File: src/p9m_pkg.sv
package p9m_pkg;

  // register byte offsets on the apb side
  localparam logic [7:0] OFF_DATA  = 8'h00;
  localparam logic [7:0] OFF_DIR   = 8'h04;
  localparam logic [7:0] OFF_CFG   = 8'h08;
  localparam logic [7:0] OFF_DRIVE = 8'h0C;

  // pin positions inside the port
  localparam int unsigned PIN_LOW_WR  = 0;
  localparam int unsigned PIN_INT_ONE = 1;
  localparam int unsigned PIN_INT_ZRO = 2;
  localparam int unsigned PIN_RD      = 3;
  localparam int unsigned PIN_HI_WR   = 4;
  localparam int unsigned PIN_ADDR_ST = 5;
  localparam int unsigned PIN_CLK     = 6;
  localparam int unsigned PIN_SDA     = 7;

  // reset values and the read-only latch bit
  localparam logic [7:0] DIR_RST_SINGLE = 8'h00;
  localparam logic [7:0] DIR_RST_MODE1  = 8'h40;
  localparam logic [7:0] LATCH_RST      = 8'h00;
  localparam logic [7:0] RO_MASK        = 8'h40;

  // mode and enable bits gathered from the surrounding units
  typedef struct packed {
    logic expanded_mode_enable;
    logic wait_mode_select_hi;
    logic i2c_unit_enable;
    logic subclock_input_enable;
    logic io_space_strobe_enable;
    logic host_port_enable;
    logic ext_interrupt_two_enable;
    logic ext_interrupt_one_enable;
    logic ext_interrupt_zero_enable;
    logic bus_width_select;
    logic host_select_two_enable;
    logic fast_gate_a20_enable;
    logic converter_trigger_select_hi;
    logic converter_trigger_select_lo;
  } p9m_cfg_t;

  localparam int unsigned CFG_W   = $bits(p9m_cfg_t);
  localparam p9m_cfg_t    CFG_RST = p9m_cfg_t'(14'h0000);

  // levels handed from the pins to other on-chip units
  typedef struct packed {
    logic wait_input;
    logic i2c_data_line_zero;
    logic subclock_input;
    logic host_select_one;
    logic host_write_strobe;
    logic host_read_strobe;
    logic ext_interrupt_zero;
    logic ext_interrupt_one;
    logic ext_interrupt_two;
    logic converter_ext_trigger;
    logic host_select_two;
  } p9m_feed_t;

  // unused feeds sit high, the inactive level of these strobes
  localparam p9m_feed_t FEED_IDLE = p9m_feed_t'(11'h7FF);

  // signals from other on-chip units that may drive the pins
  typedef struct packed {
    logic address_strobe;
    logic io_space_strobe;
    logic high_write_strobe;
    logic bus_read_strobe;
    logic low_write_strobe;
    logic sysclk_out;
    logic i2c_drive_low;
  } p9m_src_t;

endpackage

File: src/p9m_mux_if.sv
interface p9m_mux_if;
  logic [7:0]         latch;
  logic [7:0]         dir;
  p9m_pkg::p9m_cfg_t  cfg;
  logic [7:0]         pin_in;
  p9m_pkg::p9m_src_t  src;
  logic [7:0]         pin_out;
  logic [7:0]         pin_oe;
  p9m_pkg::p9m_feed_t feed;

  modport ctrl (output latch, dir, cfg, pin_in, src,
                input  pin_out, pin_oe, feed);
  modport mux  (input  latch, dir, cfg, pin_in, src,
                output pin_out, pin_oe, feed);
endinterface

File: src/p9m_port9.sv
// How it works
// reading the port returns latch bits where direction is 1, except bit 6.
// reading the port returns pin levels where direction is 0.
// latch bit 6 is read-only and always reads the pin level.
// expanded: pin 7 is wait input, else i2c data, else general i/o.
// single-chip: wait select ignored; pin 7 is i2c data or general i/o.
// pin 6 is input, subclock input, or clock output per direction/enable.
// software keeps pin 6 direction 0 while using subclock input.
// pin 5 drives address/io strobe expanded; host select one or i/o single.
// pin 4 drives high write strobe expanded; host write or i/o single.
// pin 3 drives read strobe expanded; host read or i/o single.
// pin 2 is general i/o, also feeds interrupt zero when enabled.
// pin 1 is general i/o, also feeds interrupt one when enabled.
// expanded pin 0 drives low write when bus width 0, else i/o.
// single-chip pin 0 is host select two when all three enables set.
// pin 0 feeds interrupt two when enabled, unless expanded narrow bus.
// pin 0 feeds converter trigger when both trigger selects are 1.
// direction is write-only, resets to 40h in mode 1, else 00h.
// general outputs drive the latch bit; writes reach the pin at the same edge as the latch.
module p9m_port9 #(
  parameter int unsigned ADDR_W = 8
) (
  input  wire logic              clk_sys,
  input  wire logic              nrst,
  input  wire logic              mode_one,
  input  wire logic              psel,
  input  wire logic              penable,
  input  wire logic              pwrite,
  input  wire logic [ADDR_W-1:0] paddr,
  input  wire logic [31:0]       pwdata,
  output logic      [31:0]       prdata,
  output logic                   pready,
  output logic                   pslverr,
  input  wire logic [7:0]        pin_in,
  output logic      [7:0]        pin_out,
  output logic      [7:0]        pin_oe,
  input  wire logic              address_strobe,
  input  wire logic              io_space_strobe,
  input  wire logic              high_write_strobe,
  input  wire logic              bus_read_strobe,
  input  wire logic              low_write_strobe,
  input  wire logic              sysclk_out,
  input  wire logic              i2c_drive_low,
  output logic                   wait_input,
  output logic                   i2c_data_line_zero,
  output logic                   subclock_input,
  output logic                   host_select_one,
  output logic                   host_write_strobe,
  output logic                   host_read_strobe,
  output logic                   ext_interrupt_zero,
  output logic                   ext_interrupt_one,
  output logic                   ext_interrupt_two,
  output logic                   converter_ext_trigger,
  output logic                   host_select_two
);

  // offsets need at least four address bits
  if (ADDR_W < 4 || ADDR_W > 8) begin : g_chk
    $error("p9m_port9: ADDR_W must lie between 4 and 8");
  end

  typedef struct packed {
    logic               init_done;
    logic [7:0]         latch;
    logic [7:0]         dir;
    p9m_pkg::p9m_cfg_t  cfg;
    logic               pready;
    logic               pslverr;
    logic [31:0]        prdata;
    logic [7:0]         pin_out;
    logic [7:0]         pin_oe;
    p9m_pkg::p9m_feed_t feed;
  } p9m_state_t;

  p9m_state_t s_q;
  p9m_state_t s_d;
  p9m_mux_if  mif ();
  logic [7:0] addr8;
  logic       setup;
  logic       wr_done;

  p9m_pin_mux u_mux (
    .m (mif.mux)
  );

  assign addr8   = 8'(paddr);
  assign setup   = psel && !penable;
  assign wr_done = psel && penable && s_q.pready && pwrite && !s_q.pslverr;

  // next state: strap load, apb decode, then pin function from new state
  always_comb begin
    s_d         = s_q;
    s_d.pready  = 1'b0;
    s_d.pslverr = 1'b0;
    // strap caught once after reset release, not under the reset itself
    if (!s_q.init_done) begin
      s_d.init_done = 1'b1;
      s_d.dir = mode_one ? p9m_pkg::DIR_RST_MODE1
                         : p9m_pkg::DIR_RST_SINGLE;
      s_d.cfg.expanded_mode_enable = mode_one;
    end
    // answer prepared in the setup cycle, so no wait state
    if (setup) begin
      s_d.pready = 1'b1;
      s_d.prdata = 32'h0000_0000;
      unique case (addr8)
        p9m_pkg::OFF_DATA: begin
          s_d.prdata[7:0] = (s_q.dir & ~p9m_pkg::RO_MASK & s_q.latch) |
                            (~(s_q.dir & ~p9m_pkg::RO_MASK) & pin_in);
        end // see R1 see R2
        p9m_pkg::OFF_DIR:   s_d.prdata[7:0] = 8'h00;
        p9m_pkg::OFF_CFG:   s_d.prdata[p9m_pkg::CFG_W-1:0] = s_q.cfg;
        p9m_pkg::OFF_DRIVE: s_d.prdata[7:0] = s_q.pin_oe;
        default:            s_d.pslverr = 1'b1;
      endcase
    end
    // writes land only at the completing edge of the access phase
    if (wr_done) begin
      unique case (addr8)
        p9m_pkg::OFF_DATA: begin
          s_d.latch = (pwdata[7:0] & ~p9m_pkg::RO_MASK) |
                      (s_q.latch & p9m_pkg::RO_MASK);
        end
        p9m_pkg::OFF_DIR: s_d.dir = pwdata[7:0];
        p9m_pkg::OFF_CFG: s_d.cfg = p9m_pkg::p9m_cfg_t'(
                                      pwdata[p9m_pkg::CFG_W-1:0]);
        default: ;
      endcase
    end
    // pins follow the state being written, so a write shows at once
    s_d.pin_out = mif.pin_out;
    s_d.pin_oe  = mif.pin_oe;
    s_d.feed    = mif.feed;
  end

  // mux sees the next state and the pins sampled at this edge
  assign mif.latch  = s_d.latch;
  assign mif.dir    = s_d.dir;
  assign mif.cfg    = s_d.cfg;
  assign mif.pin_in = pin_in;
  assign mif.src    = '{address_strobe, io_space_strobe, high_write_strobe,
                        bus_read_strobe, low_write_strobe, sysclk_out,
                        i2c_drive_low};

  // single state register
  always_ff @(posedge clk_sys or negedge nrst) begin
    if (!nrst) begin
      s_q <= '{init_done: 1'b0, latch: p9m_pkg::LATCH_RST,
               dir: p9m_pkg::DIR_RST_SINGLE, cfg: p9m_pkg::CFG_RST,
               pready: 1'b0, pslverr: 1'b0, prdata: 32'h0000_0000,
               pin_out: 8'h00, pin_oe: 8'h00, feed: p9m_pkg::FEED_IDLE};
    end else begin
      s_q <= s_d;
    end
  end

  // every output straight from the state register
  assign prdata                = s_q.prdata;
  assign pready                = s_q.pready;
  assign pslverr               = s_q.pslverr;
  assign pin_out               = s_q.pin_out;
  assign pin_oe                = s_q.pin_oe;
  assign wait_input            = s_q.feed.wait_input;
  assign i2c_data_line_zero    = s_q.feed.i2c_data_line_zero;
  assign subclock_input        = s_q.feed.subclock_input;
  assign host_select_one       = s_q.feed.host_select_one;
  assign host_write_strobe     = s_q.feed.host_write_strobe;
  assign host_read_strobe      = s_q.feed.host_read_strobe;
  assign ext_interrupt_zero    = s_q.feed.ext_interrupt_zero;
  assign ext_interrupt_one     = s_q.feed.ext_interrupt_one;
  assign ext_interrupt_two     = s_q.feed.ext_interrupt_two;
  assign converter_ext_trigger = s_q.feed.converter_ext_trigger;
  assign host_select_two       = s_q.feed.host_select_two;
endmodule

File: src/p9m_pin_mux.sv
module p9m_pin_mux (
  p9m_mux_if.mux m
);

  // per-pin function selection; purely combinational
  always_comb begin
    m.pin_out = m.latch;
    m.pin_oe  = m.dir;
    m.feed    = p9m_pkg::FEED_IDLE;
    // pin 7: wait input, i2c data or general i/o
    if (m.cfg.expanded_mode_enable && m.cfg.wait_mode_select_hi) begin
      m.pin_oe[p9m_pkg::PIN_SDA]  = 1'b0;
      m.pin_out[p9m_pkg::PIN_SDA] = 1'b0;
      m.feed.wait_input = m.pin_in[p9m_pkg::PIN_SDA];
    end else if (m.cfg.i2c_unit_enable) begin // see R4
      // open drain: enable only while pulling low
      m.pin_out[p9m_pkg::PIN_SDA] = 1'b0;
      m.pin_oe[p9m_pkg::PIN_SDA]  = m.src.i2c_drive_low;
      m.feed.i2c_data_line_zero   = m.pin_in[p9m_pkg::PIN_SDA];
    end
    // pin 6: clock out when driven, else subclock or input
    if (m.dir[p9m_pkg::PIN_CLK]) begin
      m.pin_out[p9m_pkg::PIN_CLK] = m.src.sysclk_out;
    end else if (m.cfg.subclock_input_enable) begin
      m.feed.subclock_input = m.pin_in[p9m_pkg::PIN_CLK];
    end
    // pins 5..3: bus strobes out, or host strobes in
    if (m.cfg.expanded_mode_enable) begin // see R8 see R9
      m.pin_oe[p9m_pkg::PIN_ADDR_ST]  = 1'b1;
      m.pin_out[p9m_pkg::PIN_ADDR_ST] = m.cfg.io_space_strobe_enable ?
          m.src.io_space_strobe : m.src.address_strobe;
      m.pin_oe[p9m_pkg::PIN_HI_WR]    = 1'b1;
      m.pin_out[p9m_pkg::PIN_HI_WR]   = m.src.high_write_strobe;
      m.pin_oe[p9m_pkg::PIN_RD]       = 1'b1;
      m.pin_out[p9m_pkg::PIN_RD]      = m.src.bus_read_strobe;
    end else if (m.cfg.host_port_enable) begin // see R8 see R9
      m.pin_oe[p9m_pkg::PIN_ADDR_ST] = 1'b0;
      m.pin_oe[p9m_pkg::PIN_HI_WR]   = 1'b0;
      m.pin_oe[p9m_pkg::PIN_RD]      = 1'b0;
      m.feed.host_select_one   = m.pin_in[p9m_pkg::PIN_ADDR_ST];
      m.feed.host_write_strobe = m.pin_in[p9m_pkg::PIN_HI_WR];
      m.feed.host_read_strobe  = m.pin_in[p9m_pkg::PIN_RD];
    end
    // pins 2 and 1 stay general i/o, level also reaches interrupts
    if (m.cfg.ext_interrupt_zero_enable) begin
      m.feed.ext_interrupt_zero = m.pin_in[p9m_pkg::PIN_INT_ZRO];
    end
    if (m.cfg.ext_interrupt_one_enable) begin
      m.feed.ext_interrupt_one = m.pin_in[p9m_pkg::PIN_INT_ONE];
    end
    // pin 0: low write strobe, host select two, or general i/o
    if (m.cfg.expanded_mode_enable && !m.cfg.bus_width_select) begin
      m.pin_oe[p9m_pkg::PIN_LOW_WR]  = 1'b1;
      m.pin_out[p9m_pkg::PIN_LOW_WR] = m.src.low_write_strobe;
    end else if (!m.cfg.expanded_mode_enable && m.cfg.host_port_enable &&
                 m.cfg.fast_gate_a20_enable &&
                 m.cfg.host_select_two_enable) begin
      m.pin_oe[p9m_pkg::PIN_LOW_WR] = 1'b0;
      m.feed.host_select_two = m.pin_in[p9m_pkg::PIN_LOW_WR];
    end
    if (m.cfg.ext_interrupt_two_enable && (!m.cfg.expanded_mode_enable ||
        m.cfg.bus_width_select)) begin
      m.feed.ext_interrupt_two = m.pin_in[p9m_pkg::PIN_LOW_WR];
    end
    if (m.cfg.converter_trigger_select_hi &&
        m.cfg.converter_trigger_select_lo) begin
      m.feed.converter_ext_trigger = m.pin_in[p9m_pkg::PIN_LOW_WR];
    end
  end

endmodule

File: config.mk
export PLATFORM = sky130hd
export DESIGN_NAME = p9m_port9
export DESIGN_NICKNAME = d
export VERILOG_FILES = /design/src/p9m_pkg.sv /design/src/p9m_mux_if.sv /design/src/p9m_port9.sv /design/src/p9m_pin_mux.sv
export SDC_FILE = /design/constraint.sdc
export NUM_CORES = 1
export LEC_CHECK = 0
export ABC_AREA = 1
export BUFFER_PORTS_ARGS = -buffer_cell sky130_fd_sc_hd__buf_2
export CAP_MARGIN = 20
export CORE_MARGIN = 2
export CORE_UTILIZATION = 35
export CTS_CLUSTER_SIZE = 10
export DETAILED_ROUTE_END_ITERATION = 16
export HOLD_SLACK_MARGIN = 0.06
export SYNTH_ARGS = -nofsm -noshare
export SYNTH_HDL_FRONTEND = slang
export SYNTH_SLANG_ARGS = --single-unit
File: constraint.sdc
create_clock -name clk_sys -period 1.68 [get_ports clk_sys]
set_input_delay 0.336 -clock clk_sys [delete_from_list [all_inputs] [get_ports clk_sys]]
set_output_delay 0.336 -clock clk_sys [all_outputs]
set_load 0.05 [all_outputs]
==> run_results.csv, run 1 <==
group,metric,value,unit
worst_hold_path,hold_class,"input port to flip-flop",
synthesis,synth_top_area_share,0.412,
clocking,clk_path_buf_depth,2,
finish,drive_gt1_frac,0.348,
route,wirelength,7950,um
synthesis,yosysSeqAreaShare,0.495,
finish,syn_to_final_growth,16.3,%
power_and_ir_drop,p_leak,2.23,nW
route,avgViaCountPerCell,4.27,
timing,rsz0062_at_grt,"no",
global_route,overflow,0,
power_and_ir_drop,vdd_drop_max,301,uV
route,dr.pass1.iters,4,
place,dp_hpwl,5790,um
clocking,root_buffer,"clkbuf_8",
worst_setup_path,slowest_stage,"dfrtp_1",
global_route,grt_max_degree,69,
job,max_cap_viol_count,0,
synthesis,synth_largest_area_cell,"dfrtp_1",
worst_setup_path,cp_max_fo,8,
timing,setup_tns,0,ns
clocking,cts_tree,"done",
clocking,clk_pin_slew,0.07,ns
floorplanning,start_util,0.358,
synthesis,synthTopCellsByArea,"dfrtp_1 41%, nand2_1 13%, buf_4 10%",
worst_setup_path,crit_required,1.91,ns
place,io_buffers,85,
route,vias,2593,
synthesis,syn_inst,394,
finish,layout.cells.most_common,"nand2_1",
worst_setup_path,critical_path.most_common_cell,"nand2_1",
floorplanning,core-area,9680,um2
worst_setup_path,cp_num_buf_inv,1,
route,drc,0,
worst_setup_path,critical_path_arrival,1.76,ns
timing,post-route-period-util,0.908,
worst_setup_path,crit_chain,"inv_1 -> nand2_1 -> nor2_8 -> nand3_4 -> nand2_2 -> nand2_4 -> nor2_8 -> nand2_1 -> nand2_1 -> nand2_1",
synthesis,postSynthAreaPerCell,8.79,um2
worst_setup_path,crit_family,"simple AND/OR/NAND/NOR gates",
clocking,htreeDepth,3,
worst_setup_path,critPathLaunchType,"flip-flop",
synthesis,async_flop_share,1.00,
route,drt_iter0_markers,89,
global_route,grt_pass1_vias,2513,
clocking,cts_resized,0,
synthesis,synth_edf_count,0,
worst_setup_path,slowest_delay,0.38,ns
timing,drv_slew,0,
timing,fin_worst_skew,0.00865,ns
floorplanning,die_w,103,um
power_and_ir_drop,powerDensity,854,nW/um2
synthesis,synth.cell_area,3460,um2
timing,report.final.hold_viol_count,0,
timing,finalCriticalPeriod,1.53,ns
finish,most-common-layout-cells,"121 x nand2_1, 85 x buf_2, 56 x dfrtp_1, 41 x inv_1, 24 x nand3_1",
floorplanning,die_y,103,um
finish,fin_nets,531,
global_route,antenna_found_initial,0,
worst_setup_path,crit_path_end_kind,"flip-flop",
floorplanning,io_pins,122,
outcome,status,"finished, final reports clean",
worst_setup_path,critical_path_class,"flip-flop to flip-flop",
timing,holdWs,0.193,ns
clocking,postCtsSetupRepairBufs,0,
clocking,cts.sinks,68,
timing,max_freq,655,MHz
synthesis,ys.flop_type,"dfrtp_1",
route,ant_nets,0,
synthesis,ys_ff_latch,68,
clocking,clk_latency,0.34,ns
global_route,grt_pass1_wl,12300,um
global_route,track_usage,0.156,
power_and_ir_drop,power,0.00344,W
synthesis,synth_cell_type_count,28,
finish,antenna-diode-count,0,
synthesis,ys_warn_count,0,
place,place_congestion,0.825,
floorplanning,row_count,36,
timing,setup_viol,0,
clocking,numCtsBuffers,9,
route,wl_per_cell,13.1,um
floorplanning,die-area,10700,um2
[cell usage after synthesis (3+ instances only)]
cell	instances
nand2_1	121
dfrtp_1	57
buf_4	48
inv_1	41
nand3_1	24
o21ai_0	15
dfstp_2	11
nor2_1	11
o21ai_1	10
nand2_2	7
o21ai_2	7
o31ai_1	5
buf_6	4
inv_2	4
nand3_2	4
nor2_8	4
nand2_4	3
nand3b_1	3
nor2_4	3
[state kept, by name (all words and copies together), names as in the netlist, 8 cells and up]
name and count:
pin_oe 8, s_q 25, prdata 14, pin_out 8
[through the flow]
step                      area (um2)   util  worst slack [ns]  cells
after floorplan                 3530      -            0.0136    411
after global placement          3840  0.397            0.0416    591
after detailed placement        3840  0.397            0.0280    591
after CTS                       4030  0.416             0.116    607
after global routing            4030  0.416            0.0167    607
final                           4030  0.416             0.154    607
[final cells by class]
type                            instances  area (um2)
Timing Repair Buffer                  103         576
Multi-Input combinational cell        242        1220
Inverter                               46         173
Fill cell                            1011        5660
Tap cell                              133         166
Clock inverter                          4        25.0
Sequential cell                        68        1720
Clock buffer                           11         151
[power by group]
group / switching, W / internal, W / total (W) / leakage, nW
combinational: 0.000403 / 0.000119 / 0.000522 / 1.28
sequential: 0.0000153 / 0.00169 / 0.00170 / 0.859
clock: 0.000613 / 0.000603 / 0.00122 / 0.0872
total: 0.00103 / 0.00241 / 0.00344 / 2.23
[worst reg2reg max path, delay by kind of cell, from the launching register on]
family        cells  cell delay [ns]
buf+inv           1             0.05
simple gates      9             0.99
flops             1             0.38
[metal layers]
metal  GRT usage  part of all wire  vias to the layer above
met3      0.0457             0.067                       10
met1       0.207              0.46                     1206
li1            -                 -                     1299
met2       0.244              0.46                       78
met4      0.0536             0.013                        0
met5           0                 0                        -
[path summary, 6_finish.rpt]
kind	startpoint	end	slack [ns]	cells after the start
setup / recovery	pslverr$_DFF_PN0_	pin_oe[0]$_DFF_PN0_	0.15	10
setup reg to reg	pslverr$_DFF_PN0_	pin_oe[0]$_DFF_PN0_	0.15	10
min in group asynchronous	nrst	s_q[71]$_DFF_PN0_	0.54	3
hold reg to reg	prdata[6]$_DFFE_PN0P_	prdata[6]$_DFFE_PN0P_	0.48	2
hold / removal	high_write_strobe	pin_out[4]$_DFF_PN0_	0.19	3
max in group asynchronous	nrst	i2c_data_line_zero$_DFF_PN1_	0.79	3
[cells by family (layout without fill, tap and decap cells)]
group                  count (synthesis)  after routing  synth area share
buffers and inverters                101            164             0.171
AO/OA/AOI/OAI                         39             39            0.0704
other                                  2             19           0.00217
flip-flops                            68             68             0.495
AND/OR/NAND/NOR                      184            184             0.262
[repair_timing]
item | 4_1_cts | 5_1_grt
hold buffers | 1 | 0
endpoints found under the hold margin | 57 | 0
endpoints found under the setup margin | 0 | 1
(Power assumes the default switching activity.)
==> inputs of run 2 (changes only) <==
--- a/config.mk
+++ b/config.mk
@@ -10,7 +10,6 @@
 export CAP_MARGIN = 20
 export CORE_MARGIN = 2
 export CORE_UTILIZATION = 35
-export CTS_CLUSTER_SIZE = 10
 export DETAILED_ROUTE_END_ITERATION = 16
 export HOLD_SLACK_MARGIN = 0.06
 export SYNTH_ARGS = -nofsm -noshare
==> constraint.sdc (replaced) <==
create_clock -name clk_sys -period 1.68 [get_ports clk_sys]
set_input_delay 0.336 -clock clk_sys [delete_from_list [all_inputs] [get_ports clk_sys]]
set_output_delay 0.336 -clock clk_sys [all_outputs]
set_load 0.02 [all_outputs]
==> run 2 against run 1 <==
Against the previous run: critical path depth did not move; global-route usage rose by 0.56 points; die area did not move; register-to-register slack got worse by 0.04 ns; sequential power barely moved; design area fell by 0.12%; clock skew rose by 0.0028 ns; flip-flop and latch count did not move; cell count fell by 0.16%; clock-buffer cell count rose by 3; via count barely moved; critical path type unchanged; largest power group unchanged.
==> run_results.csv, run 2 (synthesis gave the netlist of run 1 again) <==
group,metric,value,unit
clocking,numCtsBuffers,9,
worst_setup_path,critical_path_class,"flip-flop to flip-flop",
timing,max_freq,637,MHz
finish,most-common-layout-cells,"121 x nand2_1, 85 x buf_2, 57 x dfrtp_1, 41 x inv_1, 24 x nand3_1",
worst_setup_path,r2r_start,"pslverr$_DFF_PN0_",
route,drt_iter0_markers,122,
clocking,cts_tree,"done",
clocking,clk_path_buf_depth,2,
floorplanning,die-area,10700,um2
worst_setup_path,critPathLaunchType,"flip-flop",
worst_setup_path,ff2ff_path_depth,10,
place,io_buffers,85,
global_route,overflow,0,
timing,setup_viol,0,
floorplanning,core-area,9680,um2
global_route,antenna_found_initial,0,
power_and_ir_drop,p_leak,2.22,nW
floorplanning,start_util,0.358,
floorplanning,io_pins,122,
timing,fin_worst_skew,0.0114,ns
finish,antenna-diode-count,0,
finish,postLayoutCoreUtil,0.416,
worst_hold_path,hold_path_end,"pin_out[4]$_DFF_PN0_",
clocking,postCtsSetupRepairBufs,0,
route,dr.pass1.iters,4,
timing,report.final.hold_viol_count,0,
power_and_ir_drop,powerDensity,819,nW/um2
worst_setup_path,critical_path_arrival,1.80,ns
finish,drive_gt1_frac,0.338,
finish,fin_nets,529,
power_and_ir_drop,power_frac_clock,0.366,
power_and_ir_drop,p_int,0.00242,W
timing,rsz0062_at_grt,"no",
worst_setup_path,crit_path_end_kind,"flip-flop",
global_route,track_usage,0.161,
worst_setup_path,slowest_delay,0.39,ns
floorplanning,row_count,36,
power_and_ir_drop,vdd_drop_max,393,uV
worst_setup_path,crit_required,1.91,ns
worst_setup_path,crit_family,"simple AND/OR/NAND/NOR gates",
job,max_cap_viol_count,0,
clocking,clk_latency,0.35,ns
finish,regMostFlops,"s_q",
route,wirelength,7900,um
worst_setup_path,r2r_slack,0.11,ns
place,place_congestion,0.808,
worst_setup_path,cp_max_fo,8,
power_and_ir_drop,p_switching,0.000870,W
worst_hold_path,holdPathStages,3,
route,ant_nets,0,
power_and_ir_drop,p_sw_frac,0.264,
power_and_ir_drop,p_comb_frac,0.116,
timing,finalCriticalPeriod,1.57,ns
worst_setup_path,reg2reg_to,"pin_oe[0]$_DFF_PN0_",
outcome,status,"finished, final reports clean",
timing,drv_slew,0,
worst_hold_path,hold_class,"input port to flip-flop",
clocking,cts.sinks,68,
worst_setup_path,critical_path.most_common_cell,"nand2_1",
global_route,grt_pass1_wl,12700,um
timing,setup_tns,0,ns
global_route,grt_pass1_vias,2543,
place,dp_hpwl,5690,um
route,vias,2595,
finish,largest_reg_flops,25,
worst_hold_path,hold_start,"high_write_strobe",
worst_setup_path,crit_chain,"inv_1 -> nand2_1 -> nor2_8 -> nand3_4 -> nand2_2 -> nand2_4 -> nor2_8 -> nand2_1 -> nand2_1 -> nand2_1",
route,wl_per_cell,13.0,um
clocking,clk_pin_slew,0.07,ns
floorplanning,die_y,103,um
route,drc,0,
finish,fillers,983,
worst_setup_path,slowest_stage,"dfrtp_1",
timing,post-route-period-util,0.934,
clocking,root_buffer,"clkbuf_8",
finish,syn_to_final_growth,16.2,%
route,avgViaCountPerCell,4.28,
power_and_ir_drop,p_seq_frac,0.517,
global_route,grt_max_degree,69,
floorplanning,die_w,103,um
clocking,htreeDepth,3,
finish,layout.cells.most_common,"nand2_1",
worst_setup_path,cp_num_buf_inv,1,
[run 2: timing repair]
| action | 4_1_cts | 5_1_grt |
|---|---|---|
| hold endpoints to repair | 57 | 0 |
| hold buffers | 1 | 0 |
| resized for setup | 0 | 0 |
| setup endpoints to repair | 0 | 3 |
[run 2: power by group through the flow]
stage | combinational (W) | sequential, W | clock, W
global route | 0.000426 | 0.00171 | 0.00133
floorplan | 0.000247 | 0.00175 | 0
finish | 0.000383 | 0.00170 | 0.00121
detailed placement | 0.000388 | 0.00173 | 0
CTS | 0.000391 | 0.00170 | 0.00125
global placement | 0.000385 | 0.00173 | 0
[run 2: how the worst max path moves through the flow]
stage	startpoint	end	slack (ns)	cells after the start
floorplan	pslverr$_DFF_PN0_	pin_oe[0]$_DFF_PN0_	0.16	10
global placement	paddr[4]	pin_oe[0]$_DFF_PN0_	0.04	11
detailed placement	paddr[4]	pin_oe[0]$_DFF_PN0_	0.02	11
CTS	pslverr$_DFF_PN0_	pin_oe[0]$_DFF_PN0_	0.06	10
global route	pslverr$_DFF_PN0_	pin_oe[0]$_DFF_PN0_	0.03	10
finish	pslverr$_DFF_PN0_	pin_oe[0]$_DFF_PN0_	0.11	10
[run 2: metal layers]
metal	routed length [um]	up-vias	GRT usage	share of wire
li1	-	1301	-	-
met1	3520	1209	0.209	0.45
met2	3770	77	0.253	0.48
met3	495	8	0.0470	0.063
met4	115	0	0.0668	0.015
met5	0	-	0	0
[run 2: layout make-up]
cell class              instances  area, um2  share of cell area
multi-input cells             242       1220               0.303
inverters                      46        173              0.0429
flip-flops and latches         68       1720               0.426
clock inverters                 2       12.5             0.00311
clock buffers                  14        163              0.0404
well taps                     133        166              0.0414
repair buffers                101        573               0.142
[run 2: through the flow]
step | hold slack, ns | total power, W | std cells | worst slack, ns | area [um2]
floorplan | 0.0404 | 0.00200 | 411 | 0.162 | 3530
global placement | 0.389 | 0.00212 | 589 | 0.0389 | 3840
detailed placement | 0.392 | 0.00212 | 589 | 0.0161 | 3840
CTS | 0.164 | 0.00334 | 606 | 0.0627 | 4020
global route | 0.178 | 0.00347 | 606 | 0.0298 | 4020
finish | 0.185 | 0.00329 | 606 | 0.111 | 4020
[run 2: worst register-to-register path: stages (launching register included)]
cell and delay [ns]:
dfrtp_1 0.39, inv_1 0.06, nand2_1 0.11, nor2_8 0.18, nand3_4 0.15, nand2_2 0.11, nand2_4 0.13, nor2_8 0.16
nand2_1 0.06, nand2_1 0.06, nand2_1 0.05
==> inputs of run 3 (changes only) <==
--- a/config.mk
+++ b/config.mk
@@ -5,13 +5,13 @@
 export SDC_FILE = /design/constraint.sdc
 export NUM_CORES = 1
 export LEC_CHECK = 0
-export ABC_AREA = 1
 export BUFFER_PORTS_ARGS = -buffer_cell sky130_fd_sc_hd__buf_2
-export CAP_MARGIN = 20
+export CAP_MARGIN = 0
 export CORE_MARGIN = 2
 export CORE_UTILIZATION = 35
 export DETAILED_ROUTE_END_ITERATION = 16
 export HOLD_SLACK_MARGIN = 0.06
+export SLEW_MARGIN = 40
 export SYNTH_ARGS = -nofsm -noshare
 export SYNTH_HDL_FRONTEND = slang
 export SYNTH_SLANG_ARGS = --single-unit
==> run 3 against run 2 <==
Against the previous run: the run now ends with setup timing left; global-route usage down 0.21 points; via count is 11% lower; critical path depth fell by 4; synthesized cell count down 24%; design area increased by 5.6%; combinational power shrank 2%; register-to-register slack worse by 0.33 ns; clock skew shrank 0.0014 ns; clock power grew 47%; cell count down 15%; power rose by 17%; critical endpoint is now pin_out[0]$_DFF_PN0_; largest cell class unchanged; highest routed layer unchanged.
==> run_results.csv, run 3 <==
group,metric,value,unit
outcome,status,"finished, violations left",
outcome,violations,"setup timing",
timing,fin_worst_skew,0.0100,ns
power_and_ir_drop,powerDensity,904,nW/um2
timing,rsz0062_at_grt,"yes",
worst_hold_path,hold_class,"input port to flip-flop",
floorplanning,die_w,102,um
worst_setup_path,crit_required,1.92,ns
synthesis,postSynthAreaPerCell,11.3,um2
worst_setup_path,slowest_delay,0.45,ns
worst_setup_path,critPathLaunch,"pslverr$_DFF_PN0_",
clocking,clk_path_buf_depth,2,
floorplanning,die_y,102,um
timing,max_freq,527,MHz
worst_setup_path,crit_path_end_kind,"flip-flop",
synthesis,synth_largest_area_cell,"dfrtp_1",
worst_setup_path,critPathLaunchType,"flip-flop",
finish,postLayoutCoreUtil,0.455,
finish,layout.cells.most_common,"buf_2",
route,drc,0,
timing,setup_tns,-4.06,ns
synthesis,synth_top_cells_by_count,"57 x dfrtp_1, 50 x buf_4, 33 x mux2_2",
power_and_ir_drop,p_switching,0.000886,W
route,ant_nets,0,
finish,fin_nets,444,
synthesis,synth_cell_type_count,40,
synthesis,ys_ff_latch,68,
place,place_congestion,0.796,
worst_setup_path,slowest_stage,"dfrtp_2",
floorplanning,row_count,35,
synthesis,yosysSeqAreaShare,0.506,
synthesis,synth_top_area_share,0.421,
finish,drive_gt1_frac,0.487,
synthesis,async_flop_share,1.00,
power_and_ir_drop,p_int,0.00295,W
finish,most-common-layout-cells,"85 x buf_2, 56 x dfrtp_1, 27 x mux2_2, 27 x nand2_1, 25 x buf_4",
route,drt_iter0_markers,89,
synthesis,ys.flop_type,"dfrtp_1",
route,wirelength,7930,um
finish,syn_to_final_growth,25.3,%
finish,fillers,904,
worst_setup_path,critical_path_class,"flip-flop to flip-flop",
job,max_cap_viol_count,0,
power_and_ir_drop,vdd_drop_max,488,uV
route,wl_per_cell,15.3,um
global_route,overflow,0,
clocking,cts.sinks,68,
clocking,cts_tree,"done",
place,io_buffers,85,
floorplanning,start_util,0.364,
synthesis,synthTopCellsByArea,"dfrtp_1 42%, buf_4 11%, mux2_2 11%",
global_route,antenna_found_initial,0,
timing,post-route-period-util,1.13,
timing,finalCriticalPeriod,1.90,ns
power_and_ir_drop,power,0.00384,W
finish,largest_reg_flops,25,
synthesis,syn_inst,299,
place,dp.cells,493,
worst_hold_path,hold_start,"sysclk_out",
route,dr_wl_met3,451,um
worst_setup_path,ff2ff_path_depth,6,
finish,antenna-diode-count,0,
route,avgViaCountPerCell,4.48,
power_and_ir_drop,p_comb_frac,0.098,
route,vias,2317,
finish,stdcell_count,517,
route,wl_met2,3940,um
route,dr.max_layer_used,"met4",
global_route,grt_max_degree,37,
clocking,clk_latency,0.35,ns
floorplanning,io_pins,122,
synthesis,synth_edf_count,0,
power_and_ir_drop,p_leak,2.09,nW
place,dp_hpwl,5970,um
power_and_ir_drop,p_sw_frac,0.231,
global_route,grt_pass1_wl,12200,um
worst_setup_path,critical_path_arrival,2.14,ns
power_and_ir_drop,power_frac_clock,0.463,
timing,drv_slew,0,
finish,regMostFlops,"s_q",
clocking,root_buffer,"clkbuf_8",
timing,report.final.hold_viol_count,0,
floorplanning,die-area,10500,um2
synthesis,ys_warn_count,0,
timing,holdWs,0.194,ns
worst_setup_path,crit_chain,"nor4bb_2 -> and4_1 -> buf_6 -> buf_12 -> mux2i_4 -> mux2_4",
timing,finalWorstSetupSlack,-0.219,ns
global_route,grt_pass1_vias,2338,
clocking,clk_pin_slew,0.08,ns
route,wl_met1,3460,um
power_and_ir_drop,p_seq_frac,0.439,
global_route,track_usage,0.159,
clocking,htreeDepth,3,
timing,setup_viol,34,
clocking,numCtsBuffers,9,
route,dr.pass1.iters,4,
synthesis,synth_most_common_cell,"dfrtp_1",
worst_hold_path,holdPathStages,2,
worst_setup_path,r2r_start,"pslverr$_DFF_PN0_",
floorplanning,core-area,9330,um2
synthesis,synth.cell_area,3390,um2
worst_setup_path,cp_max_fo,5,
## run 3: cell types whose count changed after synthesis, sizes merged, moves of 17 or more
cell   change
mux2i     +19
mux2      +33
nand2    -104
nand3     -28
inv       -30
nor2      -17
## run 3: stage by stage
| stage | instance area [um2] | setup slack [ns] |
|---|---|---|
| after detailed placement | 3820 | -0.391 |
| final | 4250 | -0.219 |
| after floorplan | 3500 | -0.146 |
| after CTS | 4180 | -0.203 |
| after global placement | 3820 | -0.344 |
| after global routing | 4250 | -0.272 |
## run 3: final timing paths
check	to	slack (ns)
min in group asynchronous	prdata[10]$_DFFE_PN0P_	0.46
max reg2reg	pin_out[0]$_DFF_PN0_	-0.22
min	pin_out[6]$_DFF_PN0_	0.19
max in group asynchronous	ext_interrupt_two$_DFF_PN1_	0.57
min reg2reg	prdata[6]$_DFFE_PN0P_	0.48
max	pin_out[0]$_DFF_PN0_	-0.22
## run 3: cell families (layout without fill, tap and decap cells)
kind of cell | count (synthesis) | in the layout | synth area share
AOI/OAI and AO/OA | 36 | 36 | 0.0657
buffers and inverters | 75 | 147 | 0.149
DFF | 68 | 68 | 0.506
muxes | 52 | 52 | 0.166
other | 2 | 19 | 0.00221
and+or+nand+nor | 66 | 66 | 0.111
## run 3: power by group through the flow
| stage | logic (W) | registers [W] | clock network (W) |
|---|---|---|---|
| 6_report | 0.000376 | 0.00169 | 0.00178 |
| 5_1_grt | 0.000412 | 0.00169 | 0.00188 |
| 4_1_cts | 0.000372 | 0.00169 | 0.00182 |
| 3_5_place_dp | 0.000360 | 0.00172 | 0 |
| 3_3_place_gp | 0.000357 | 0.00172 | 0 |
| 2_1_floorplan | 0.000241 | 0.00171 | 0 |
## run 3: what timing repair did
| item | CTS | global route |
|---|---|---|
| endpoints found under the hold margin | 12 | 0 |
| resized for setup | 12 | 10 |
| setup endpoints to repair | 38 | 46 |
| buffers inserted | 4 | 2 |
| gates cloned | 1 | 0 |
| pin swaps | 5 | 5 |
| hold buffers | 1 | 0 |
## run 3: critical path: cells and delay by family, from the launching register on
kind | cells | cell delay [ns]
DFF | 1 | 0.45
and+or+nand+nor | 2 | 0.52
muxes | 2 | 0.55
buffers and inverters | 2 | 0.27
## run 3: area by class of cell
| class | instances | area (um2) | share of cell area |
|---|---|---|---|
| multi-input combinational | 173 | 1340 | 0.315 |
| inverter | 15 | 56.3 | 0.0133 |
| clock buffer | 10 | 128 | 0.0300 |
| timing repair buffer | 116 | 713 | 0.168 |
| clock inverter | 6 | 136 | 0.0321 |
| sequential | 68 | 1720 | 0.404 |
| tap | 129 | 161 | 0.0380 |
## run 3: metal layers
metal / GRT usage / vias up
li1: - / 1116
met1: 0.201 / 1120
met2: 0.263 / 73
met3: 0.0472 / 8
met4: 0.0492 / 0
met5: 0 / -
